## config.mk

```make
export PLATFORM = sky130hd
export DESIGN_NAME = ssp_slave
export DESIGN_NICKNAME = d
export VERILOG_FILES = /design/src/ssp_pkg.sv /design/src/ssp_slave.sv
export SDC_FILE = /design/constraint.sdc
export NUM_CORES = 1
export LEC_CHECK = 0
export ABC_CLOCK_PERIOD_IN_PS = 2800
export BUFFER_PORTS_ARGS = -buffer_cell sky130_fd_sc_hd__buf_4
export CAP_MARGIN = 20
export CELL_PAD_IN_SITES_DETAIL_PLACEMENT = 1
export CELL_PAD_IN_SITES_GLOBAL_PLACEMENT = 1
export CORE_MARGIN = 3
export CORE_UTILIZATION = 38
export CTS_CLUSTER_DIAMETER = 120
export DETAILED_ROUTE_END_ITERATION = 8
export PLACE_DENSITY_LB_ADDON = 0.1
export RECOVER_POWER = 50
export SLEW_MARGIN = 0
export SYNTH_ARGS = -nofsm -noshare
export SYNTH_HDL_FRONTEND = slang
export SYNTH_SLANG_ARGS = --single-unit
export TNS_END_PERCENT = 1
```

## constraint.sdc

```tcl
create_clock -name CLK -period 2.8 [get_ports CLK]
set_input_delay 0.56 -clock CLK [delete_from_list [all_inputs] [get_ports CLK]]
set_output_delay 0.56 -clock CLK [all_outputs]
set_load 0.01 [all_outputs]
```

## src/ssp_pkg.sv

```systemverilog
// package for the synchronous slave serial port: register map, fields, types
package ssp_pkg;
	localparam logic [7:0] ADDR_TX_STAT = 8'h00;
	localparam logic [7:0] ADDR_RX_STAT = 8'h04;
	localparam logic [7:0] ADDR_RX_DATA = 8'h08;
	localparam logic [7:0] ADDR_TX_DATA = 8'h0C;
	localparam logic [7:0] ADDR_CORE_IRQ = 8'h10;
	localparam logic [7:0] ADDR_PIE = 8'h14;
	localparam logic [7:0] ADDR_PIR = 8'h18;
	localparam logic [7:0] ADDR_BAUD = 8'h1C;
	localparam logic [7:0] ADDR_ALT_PIN = 8'h20;
	localparam logic [7:0] ADDR_EVT_STAT = 8'h24;
	localparam logic [7:0] ADDR_EVT_MASK = 8'h28;
	localparam logic [7:0] ADDR_SLEEP = 8'h2C;
	// transmit_status_control bits
	localparam int TX_CLOCK_SOURCE_MASTER = 7;
	localparam int TX_NINE = 6;
	localparam int TX_EN = 5;
	localparam int TX_SYNC = 4;
	localparam int TX_TRMT = 1;
	localparam int TX_NINE_D = 0;
	// receive_status_control bits
	localparam int RX_SERIAL_PORT_ENABLE = 7;
	localparam int RX_NINE = 6;
	localparam int RX_SINGLE_RECEIVE_ENABLE = 5;
	localparam int RX_CONTINUOUS_RECEIVE_ENABLE = 4;
	localparam int RX_OVERRUN_ERROR = 1;
	localparam int RX_NINE_D = 0;
	// core_irq_control, peripheral enable/flag and baud receive-idle positions
	localparam int CI_GIE = 7;
	localparam int CI_PERIPHERAL_IRQ_ENABLE = 6;
	localparam int PI_RC = 5;
	localparam int PI_TX = 4;
	localparam int BAUD_RCIDL = 6;
	// event status bits
	localparam int EV_RX = 0;
	localparam int EV_TX = 1;
	localparam int EV_OVR = 2;
	localparam logic [7:0] TXS_RESET = 8'h02;
	localparam logic [7:0] PIR_RESET = 8'h10;
	localparam logic [7:0] BAUD_RESET = 8'h40;
	localparam int FIFO_DEPTH = 2;
	localparam logic [3:0] BITS_8 = 4'h8;
	localparam logic [3:0] BITS_9 = 4'h9;
	typedef struct packed {
		logic clk;
		logic data;
	} ssp_pins_t;
endpackage : ssp_pkg

```

## src/ssp_slave.sv

```systemverilog
// synchronous slave serial port with ahb-lite register access
//
// Local design decisions: the AHB-Lite interface to the registers and the register offsets.
`timescale 1ns/1ns
`default_nettype none
module ssp_slave
	import ssp_pkg::*;
(
	input wire logic CLK,
	input wire logic SYS_RST,
	input wire logic HSEL,
	input wire logic [31:0] HADDR,
	input wire logic [1:0] HTRANS,
	input wire logic HWRITE,
	input wire logic [2:0] HSIZE,
	input wire logic [31:0] HWDATA,
	input wire logic HREADY,
	output logic [31:0] HRDATA,
	output logic HREADYOUT,
	output logic HRESP,
	input wire logic SER_CLK_IN,
	input wire logic SER_DATA_IN,
	output logic SER_DATA_OUT,
	output logic SER_DATA_OE,
	input wire logic CORE_SLEEP,
	output logic CORE_WAKE,
	output logic CORE_VECTOR,
	output logic IRQ
);
	typedef struct packed {
		logic [1:0] ck_sync;
		logic [1:0] dt_sync;
		logic ck_prev;
		logic [7:0] txs;
		logic [7:0] rxs;
		logic [7:0] core_irq;
		logic [7:0] pie;
		logic [7:0] pir;
		logic [7:0] baud;
		logic [7:0] alt_pin;
		logic [2:0] evt;
		logic [2:0] evt_mask;
		logic [8:0] receive_shift_register;
		logic [3:0] rx_cnt;
		logic [8:0] fifo0;
		logic [8:0] fifo1;
		logic [1:0] fifo_cnt;
		logic [8:0] transmit_shift_register;
		logic [3:0] tx_cnt;
		logic tsr_full;
		logic [7:0] txbuf;
		logic txbuf_full;
		logic tx_nine_buf;
		logic wr_pend;
		logic rd_pend;
		logic [7:0] addr;
		logic [31:0] rdata;
		logic data_out;
		logic data_oe;
		logic wake;
		logic vector;
		logic irq;
	} ssp_state_t;

	ssp_state_t s_reg, s_next;
	logic slave_mode, rx_mode, tx_mode, ck_rise, ck_fall, fifo_full;
	logic [3:0] word_bits;
	logic [8:0] rx_word;
	logic [2:0] evt_set;
	logic [7:0] wd;
	logic rx_hit, tx_hit, rx_irq, tx_irq;

	always_comb begin
		s_next = s_reg;
		s_next.ck_sync = {s_reg.ck_sync[0], SER_CLK_IN};
		s_next.dt_sync = {s_reg.dt_sync[0], SER_DATA_IN};
		s_next.ck_prev = s_reg.ck_sync[1];
		ck_rise = s_reg.ck_sync[1] & ~s_reg.ck_prev;
		ck_fall = ~s_reg.ck_sync[1] & s_reg.ck_prev;
		// runs from the sampled link clock only, so sleep does not stop it
		slave_mode = s_reg.txs[TX_SYNC] & s_reg.rxs[RX_SERIAL_PORT_ENABLE] & ~s_reg.txs[TX_CLOCK_SOURCE_MASTER];
		rx_mode = slave_mode & s_reg.rxs[RX_CONTINUOUS_RECEIVE_ENABLE];
		tx_mode = slave_mode & ~s_reg.rxs[RX_CONTINUOUS_RECEIVE_ENABLE] & ~s_reg.rxs[RX_SINGLE_RECEIVE_ENABLE] & s_reg.txs[TX_EN];
		word_bits = s_reg.rxs[RX_NINE] ? BITS_9 : BITS_8;
		fifo_full = (s_reg.fifo_cnt == 2'(FIFO_DEPTH));
		evt_set = '0;
		rx_word = '0;
		wd = HWDATA[7:0];
		// receive: sample data on rising edge of the master clock
		if (rx_mode && ck_rise) begin
			s_next.receive_shift_register = {s_reg.dt_sync[1], s_reg.receive_shift_register[8:1]};
			s_next.rx_cnt = s_reg.rx_cnt + 4'h1;
			if (s_reg.rx_cnt + 4'h1 == word_bits) begin
				s_next.rx_cnt = '0;
				rx_word = s_reg.rxs[RX_NINE] ? {s_reg.dt_sync[1], s_reg.receive_shift_register[8:1]}
					: {1'b0, s_reg.dt_sync[1], s_reg.receive_shift_register[8:2]};
				if (fifo_full) begin
					s_next.rxs[RX_OVERRUN_ERROR] = 1'b1;
					evt_set[EV_OVR] = 1'b1;
				end else begin
					if (s_reg.fifo_cnt == 2'h0)
						s_next.fifo0 = rx_word;
					else
						s_next.fifo1 = rx_word;
					s_next.fifo_cnt = s_reg.fifo_cnt + 2'h1;
					evt_set[EV_RX] = 1'b1;
				end
			end
		end
		// transmit: shift out on falling edge, master samples on rising
		// a falling edge retires the bit that the master took on the rising edge before it
		if (tx_mode && s_reg.tsr_full && ck_fall) begin
			s_next.transmit_shift_register = {1'b0, s_reg.transmit_shift_register[8:1]};
			s_next.tx_cnt = s_reg.tx_cnt + 4'h1;
			if (s_reg.tx_cnt + 4'h1 == (s_reg.txs[TX_NINE] ? BITS_9 : BITS_8)) begin
				s_next.tx_cnt = '0;
				s_next.tsr_full = s_reg.txbuf_full;
				if (s_reg.txbuf_full) begin
					s_next.transmit_shift_register = {s_reg.tx_nine_buf, s_reg.txbuf};
					s_next.txbuf_full = 1'b0;
					evt_set[EV_TX] = 1'b1;
				end
			end
		end
		s_next.data_oe = tx_mode;
		// bus read pop of the receive fifo
		if (s_reg.rd_pend && s_reg.addr == ADDR_RX_DATA && s_reg.fifo_cnt != 2'h0) begin
			s_next.fifo0 = s_next.fifo1;
			s_next.fifo_cnt = s_next.fifo_cnt - 2'h1;
		end
		s_next.rxs[RX_NINE_D] = (s_next.fifo_cnt != 2'h0) & s_next.fifo0[8];
		// bus write
		s_next.wr_pend = 1'b0;
		s_next.rd_pend = 1'b0;
		if (s_reg.wr_pend) begin
			case (s_reg.addr)
				ADDR_TX_STAT: s_next.txs = {wd[7:2], s_reg.txs[TX_TRMT], wd[0]};
				ADDR_RX_STAT: begin
					s_next.rxs[7:2] = wd[7:2];
					if (!wd[RX_CONTINUOUS_RECEIVE_ENABLE] || !wd[RX_SERIAL_PORT_ENABLE])
						s_next.rxs[RX_OVERRUN_ERROR] = evt_set[EV_OVR]; // same-cycle overrun wins while the port enable stays set
				end
				ADDR_TX_DATA: begin
					// next-state view so a word that ends this cycle frees its slot at once
					if (!s_next.tsr_full) begin
						s_next.transmit_shift_register = {s_reg.txs[TX_NINE_D], wd};
						s_next.tsr_full = 1'b1;
						s_next.tx_cnt = '0;
					end else if (!s_next.txbuf_full) begin
						s_next.txbuf = wd;
						s_next.tx_nine_buf = s_reg.txs[TX_NINE_D];
						s_next.txbuf_full = 1'b1;
					end
				end
				ADDR_CORE_IRQ: s_next.core_irq = wd;
				ADDR_PIE: s_next.pie = wd;
				ADDR_BAUD: s_next.baud[4:0] = wd[4:0];
				ADDR_ALT_PIN: s_next.alt_pin = wd;
				ADDR_EVT_STAT: s_next.evt = s_reg.evt & ~wd[2:0];
				ADDR_EVT_MASK: s_next.evt_mask = wd[2:0];
				default: ;
			endcase
		end
		// port enable cleared: whole port returns to idle
		if (!s_next.rxs[RX_SERIAL_PORT_ENABLE]) begin
			s_next.fifo_cnt = '0;
			s_next.rx_cnt = '0;
			s_next.tx_cnt = '0;
			s_next.tsr_full = 1'b0;
			s_next.txbuf_full = 1'b0;
			s_next.rxs[RX_OVERRUN_ERROR] = 1'b0;
		end
		if (!s_next.rxs[RX_CONTINUOUS_RECEIVE_ENABLE])
			s_next.rx_cnt = '0;
		// first bit stands before the first rising edge, as the master samples there
		s_next.data_out = tx_mode & s_next.tsr_full & s_next.transmit_shift_register[0];
		s_next.evt = s_next.evt | evt_set; // set wins over a same-cycle clear
		// flags are live views: receive pending, transmit buffer free
		s_next.pir[PI_RC] = (s_next.fifo_cnt != 2'h0);
		s_next.pir[PI_TX] = ~s_next.txbuf_full;
		s_next.txs[TX_TRMT] = ~s_next.tsr_full;
		s_next.baud[BAUD_RCIDL] = ~rx_mode; // continuous receive never idles
		rx_hit = s_reg.pir[PI_RC] & s_reg.pie[PI_RC];
		tx_hit = s_reg.pir[PI_TX] & s_reg.pie[PI_TX];
		rx_irq = rx_hit & s_reg.core_irq[CI_PERIPHERAL_IRQ_ENABLE];
		tx_irq = tx_hit & s_reg.core_irq[CI_PERIPHERAL_IRQ_ENABLE];
		s_next.wake = CORE_SLEEP & (rx_hit | tx_irq);
		s_next.vector = (rx_irq | tx_irq) & s_reg.core_irq[CI_GIE];
		s_next.irq = |(s_reg.evt & s_reg.evt_mask);
		// ahb-lite address phase capture; always zero wait
		if (HSEL && HREADY && HTRANS[1]) begin
			s_next.addr = HADDR[7:0];
			s_next.wr_pend = HWRITE;
			s_next.rd_pend = ~HWRITE;
		end
		s_next.rdata = '0;
		if (HSEL && HREADY && HTRANS[1] && !HWRITE) begin
			case (HADDR[7:0])
				ADDR_TX_STAT: s_next.rdata[7:0] = s_next.txs;
				ADDR_RX_STAT: s_next.rdata[7:0] = s_next.rxs;
				ADDR_RX_DATA: s_next.rdata[7:0] = s_next.fifo0[7:0];
				ADDR_CORE_IRQ: s_next.rdata[7:0] = s_next.core_irq;
				ADDR_PIE: s_next.rdata[7:0] = s_next.pie;
				ADDR_PIR: s_next.rdata[7:0] = s_next.pir;
				ADDR_BAUD: s_next.rdata[7:0] = s_next.baud;
				ADDR_ALT_PIN: s_next.rdata[7:0] = s_next.alt_pin;
				ADDR_EVT_STAT: s_next.rdata[2:0] = s_next.evt;
				ADDR_EVT_MASK: s_next.rdata[2:0] = s_next.evt_mask;
				ADDR_SLEEP: s_next.rdata[0] = CORE_SLEEP;
				default: s_next.rdata = '0;
			endcase
		end
	end

	always_ff @(posedge CLK) begin
		if (SYS_RST) begin
			s_reg <= '0;
			s_reg.txs <= TXS_RESET;
			s_reg.pir <= PIR_RESET;
			s_reg.baud <= BAUD_RESET;
		end else begin
			s_reg <= s_next;
		end
	end

	assign HRDATA = s_reg.rdata;
	assign HREADYOUT = 1'b1;
	assign HRESP = 1'b0;
	assign SER_DATA_OUT = s_reg.data_out;
	assign SER_DATA_OE = s_reg.data_oe;
	assign CORE_WAKE = s_reg.wake;
	assign CORE_VECTOR = s_reg.vector;
	assign IRQ = s_reg.irq;
endmodule : ssp_slave
`default_nettype wire

```

==> qor.yml, run 1 <==
status: "completed"
grt.overflow.total: 0
setup_viol: 0
p_per_area_nw_per_um2: 583
yosys_register_bits: 135
antenna_found_initial: 0
arrival_ps: 2910
maxSlewViolCount: 0
synth_area_leaders: "dfxtp_1, mux2i_1, nor2_1"
grt_pass1_vias: 5637
clkTransAtPathRegs_ps: 60
max_slew_margin_pct: 2.16
drt_iter0_drc: 273
timing.hold.ws_ps: 332
num_rows: 47
holdCritPathClass: "in2reg"
syn_avg_cell_area_um2: 8.89
ys_seq_area_share_pct: 41.8
cts_max_path_buffers: 2
drive_above_1_share_pct: 15.4
layout.nets: 861
end_kind: "register"
min_period_ps: 2630
yosysTopAreaCellShare_pct: 41.8
avgRoutedWirePerCell_um: 19.1
p_int_w: 0.00341
max-vdd-ir-drop_v: 0.000428
hold_violations: 0
start_kind: "register"
crit_fanout: 9
multi_input_area_um2: 3410
finalWirelength_mm: 19.3
area_growth_syn_to_layout_pct: 17.5
ant_nets: 0
io_buffers: 37
die_x_um: 136
routed_via_density: 5.33
start_util_pct: 38.9
yosysWarningCount: 0
pwr-share-comb_pct: 3.7
vias: 5392
crit_slowest_cell: "or4b_4"
track_usage_pct: 21.5
dp_hpwl_mm: 14.1
cts_hold_buf: 0
cts_made_buffers: 17
swShare_pct: 23.0
tightest_slew_ps: 1470
grt_max_degree: 44
path_class: "reg2reg"
drt-pass1-iter-count: 5
synthArstFlopShare_pct: 0
leakagePower_nw: 2.88
post-route-period-util_pct: 94.1
switchingPower_w: 0.00102
syn_inst: 727
cp_cell_sequence: "or4b_4, or4_4, or4_1, nand3_1, buf_12, mux2i_1, nor2_1"
place.gp.congestion: 0.806
h-tree-depth: 4
cts-root-buf: "clkbuf_16"
fmaxAchievable_ghz: 0.380
clock-sinks: 135
critPathMaxStageDelay_ps: 550
dieArea_um2: 18600
power_w: 0.00443
netlist-cell-type-count: 73
core_area_um2: 16600
ys.flop_type: "dfxtp_1"
grt_pass1_wl_mm: 30.7
largest_register_ffs: 119
p_seq_share_pct: 43.8
cts_tree: "yes"
fp.dieH_um: 136
synth.largest_area_cell: "dfxtp_1"
crit_required_ps: 3080
insertion_delay_ps: 430
pin_count: 116
fin_tns_setup_ps: 0
fill_cells: 1934
synth_area_um2: 6470
synth_edf_count: 0
antenna_cells: 0
p_clk_share_pct: 52.6
drv_cap: 0
drc: 0
regArea_um2: 2700
fin_worst_skew_ps: 9.34
rsz0062_at_grt: "false"
cells in the final DEF (no fill, tap or decap), types with 18 or more instances in the layout:
| cell | Yosys | layout |
|---|---|---|
| o22ai_1 | 22 | 22 |
| a21oi_1 | 37 | 37 |
| nand2_1 | 65 | 65 |
| nor2_1 | 102 | 102 |
| mux2i_1 | 79 | 79 |
| nand3_1 | 18 | 18 |
| dfxtp_1 | 135 | 135 |
| clkbuf_1 | 29 | 18 |
| conb_1 | 2 | 26 |
| buf_4 | 35 | 61 |
through the flow:
stage,cell area (µm²),cells,setup slack (ps),util [%]
detailed placement,7050,980,56.3,42.4
finish,7600,1012,166,45.6
floorplan,6560,751,213,-
global route,7600,1012,13.0,45.6
global placement,7050,980,105,42.4
CTS,7660,1012,41.8,46.0
routing by layer:
layer | part of all wire, % | GRT usage [%] | vias to the layer above
li1 | - | - | 2642
met3 | 2.8 | 3.89 | 26
met4 | 2.3 | 8.34 | 0
met5 | 0 | 0 | -
met2 | 48 | 34.9 | 88
met1 | 47 | 28.2 | 2636
critical path, delay by kind of cell, from the launching register on:
family	cells	cell delay [ps]
simple gates	5	1780
flops	1	340
mux	1	190
buf+inv	1	160
cell usage after synthesis (9+ instances only):
| cell | instances |
|---|---|
| dfxtp_1 | 135 |
| nor2_1 | 102 |
| mux2i_1 | 79 |
| nand2_1 | 65 |
| a21oi_1 | 37 |
| buf_4 | 35 |
| clkbuf_1 | 29 |
| o22ai_1 | 22 |
| nand3_1 | 18 |
| nor3_1 | 15 |
| a211oi_1 | 11 |
| inv_1 | 10 |
| nor2b_1 | 9 |
final cells by class:
class,count,area share [%]
Timing Repair Buffer,81,7.25
Inverter,12,0.593
Tap cell,220,3.62
Sequential cell,135,35.6
Clock inverter,14,2.27
Multi-Input combinational cell,532,44.9
Clock buffer,18,5.78
logic make-up after synthesis:
| group | Yosys count | share of synthesized area [%] |
|---|---|---|
| compound gates | 124 | 13.3 |
| xor+xnor | 14 | 1.90 |
| fa+ha+maj | 6 | 1.12 |
| buf+inv | 84 | 7.12 |
| flops | 135 | 41.8 |
| mux | 89 | 14.0 |
| other cells | 2 | 0.116 |
| simple gates | 273 | 20.6 |
power groups by stage:
| stage | Sequential (W) | Combinational [W] | Clock, W |
|---|---|---|---|
| after floorplan | 0.00198 | 0.000117 | 0 |
| after global placement | 0.00198 | 0.000160 | 0 |
| after detailed placement | 0.00198 | 0.000163 | 0 |
| after CTS | 0.00194 | 0.000163 | 0.00238 |
| after global routing | 0.00194 | 0.000176 | 0.00248 |
| final | 0.00194 | 0.000162 | 0.00233 |
final timing paths:
| check | startpoint | end | slack, ps | cells past startpoint |
|---|---|---|---|---|
| worst max register to register | s_reg[155] | s_reg[52] | 170 | 7 |
| worst min-delay path | HWRITE | s_reg[45] | 330 | 2 |
| worst min register to register | s_next[170] | s_next[166] | 460 | 1 |
| worst max-delay path | s_reg[155] | s_reg[52] | 170 | 7 |
repair_timing:
action / 4_1_cts / 5_1_grt
buffers inserted: 0 / 0
setup endpoints to repair: 0 / 3
gates resized for setup: 0 / 3
(Power assumes the default switching activity.)
==> run 2, diff against run 1 <==
--- a/config.mk
+++ b/config.mk
@@ -10,7 +10,7 @@
 export CAP_MARGIN = 20
 export CELL_PAD_IN_SITES_DETAIL_PLACEMENT = 1
 export CELL_PAD_IN_SITES_GLOBAL_PLACEMENT = 1
-export CORE_MARGIN = 3
+export CORE_MARGIN = 5
 export CORE_UTILIZATION = 38
 export CTS_CLUSTER_DIAMETER = 120
 export DETAILED_ROUTE_END_ITERATION = 8
==> constraint.sdc (replaced) <==
create_clock -name CLK -period 2.8 [get_ports CLK]
set_input_delay 0.56 -clock CLK [delete_from_list [all_inputs] [get_ports CLK]]
set_output_delay 0.56 -clock CLK [all_outputs]
set_load 0.005 [all_outputs]
==> qor.yml, run 2 (synthesis gave the netlist of run 1 again) <==
place.gp.congestion: 0.829  # +2.8%
clock-sinks: 135  # unchanged
drive_above_1_share_pct: 16.2  # +0.84 points
hold_violations: 0  # unchanged
reg2reg_setup_slack_ps: 110  # -60 ps
finalWirelength_mm: 19.5  # +0.71%
io_buffers: 37  # unchanged
h-tree-depth: 4  # unchanged
core_area_um2: 16600  # unchanged
cts-root-buf: "clkbuf_16"
insertion_delay_ps: 420  # about the same
routed_via_density: 5.45  # +2.2%
maxSlewViolCount: 0  # unchanged
grt_pass1_vias: 5704  # +1.2%
drt-pass1-iter-count: 5  # unchanged
leakagePower_nw: 2.91  # +1.1%
fin_tns_setup_ps: 0  # unchanged
grt_max_degree: 71  # +61%
layout.nets: 857  # -0.46%
pin_count: 116  # unchanged
rsz0062_at_grt: "false"
drt_iter0_drc: 250  # -8.4%
holdCritPathClass: "in2reg"
drv_cap: 0  # unchanged
setup_viol: 0  # unchanged
crit_required_ps: 3080  # about the same
cts_made_buffers: 17  # unchanged
track_usage_pct: 20.0  # -1.4 points
fmaxAchievable_ghz: 0.371  # -2.3%
fin_worst_skew_ps: 7.52  # -1.82 ps
crit_fanout: 9  # unchanged
fp.dieH_um: 140  # +2.9%
largest_register_ffs: 119  # unchanged
cts_tree: "yes"
grt.overflow.total: 0  # unchanged
min_period_ps: 2690  # +61.2 ps
stdcell_count: 1008  # -0.40%
max_slew_margin_pct: 46.3  # +44 points
status: "completed"
p_per_area_nw_per_um2: 577  # -1.1%
dp_cells: 973  # -0.71%
max-vdd-ir-drop_v: 0.000442  # +3.5%
start_kind: "register"
end_kind: "register"
drc: 0  # unchanged
arrival_ps: 2970  # +60 ps
vias: 5491  # +1.8%
fin_area_um2: 7610  # +0.13%
setup_ws_ps: 105  # -61.2 ps
die_x_um: 140  # +2.9%
post_dp_cell_area_um2: 7010  # -0.57%
tightest_slew_ps: 806  # -662 ps
layout_common_cells: "dfxtp_1, nor2_1, mux2i_1"
cts_max_path_buffers: 2  # unchanged
antenna_found_initial: 0  # unchanged
post-route-period-util_pct: 96.2  # +2.2 points
start_util_pct: 38.9  # unchanged
final_common_cell: "dfxtp_1"
cts_hold_buf: 0  # unchanged
area_growth_syn_to_layout_pct: 17.6
ant_nets: 0  # unchanged
timing.hold.ws_ps: 346  # +13.6 ps
num_rows: 47  # unchanged
antenna_cells: 0  # unchanged
dieArea_um2: 19700  # +5.9%
dp_hpwl_mm: 14.3  # +1.9%
clkTransAtPathRegs_ps: 60  # about the same
avgRoutedWirePerCell_um: 19.3  # +1.1%
path_class: "reg2reg"
pre_cts_slack_ps: 128  # +71.3 ps
grt_pass1_wl_mm: 31.4  # +2.3%
==> run 2: report_power, final <==
| group | internal, W | total [W] | switching, W |
|---|---|---|---|
| Combinational | 0.0000514 | 0.000152 | 0.000101 |
| Sequential | 0.00193 | 0.00194 | 0.00000995 |
| Clock | 0.00136 | 0.00230 | 0.000936 |
| Total | 0.00334 | 0.00439 | 0.00105 |
==> run 2: final timing paths <==
kind,to,cells after the start,startpoint
worst max-delay path,HRDATA[4],8,s_reg[41]
worst min-delay path,s_reg[45],2,HWRITE
worst max register to register,HRDATA[4],8,s_reg[41]
worst min register to register,s_next[166],1,s_next[170]
==> run 2: cell type report <==
| cell class | instances | area [µm²] |
|---|---|---|
| clock buffers | 18 | 439 |
| clock inverters | 14 | 164 |
| fillers | 1948 | 9040 |
| inverters | 12 | 45.0 |
| multi-input cells | 532 | 3400 |
| flip-flops and latches | 135 | 2700 |
| well taps | 220 | 275 |
| repair buffers | 77 | 584 |
==> run 2: per-layer routing <==
layer / routed length (µm) / global-route usage, % / share of wire (%)
met4: 363 / 6.94 / 1.9
met1: 8970 / 25.8 / 46
met5: 0 / 0 / 0
met2: 9500 / 33.6 / 49
met3: 616 / 3.75 / 3.2
==> run 2: metrics by stage <==
step	utilization (%)	total power, W
final	45.7	0.00439
after global routing	45.7	0.00454
after CTS	45.7	0.00442
after detailed placement	42.1	0.00213
after global placement	42.1	0.00213
after floorplan	-	0.00209
==> run 2: worst max-delay path, cell delays in order, from the launching register on <==
cell and delay, ps:
dfxtp_1 340, nor4_1 560, buf_4 270, nand3_1 140
clkbuf_1 280, mux2i_1 310, o22ai_1 140, nor3_1 340
a31oi_1 170
==> run 2: what timing repair did <==
item,CTS,global route
resized for setup,0,2
buffers inserted,0,3
setup endpoints to repair,0,1
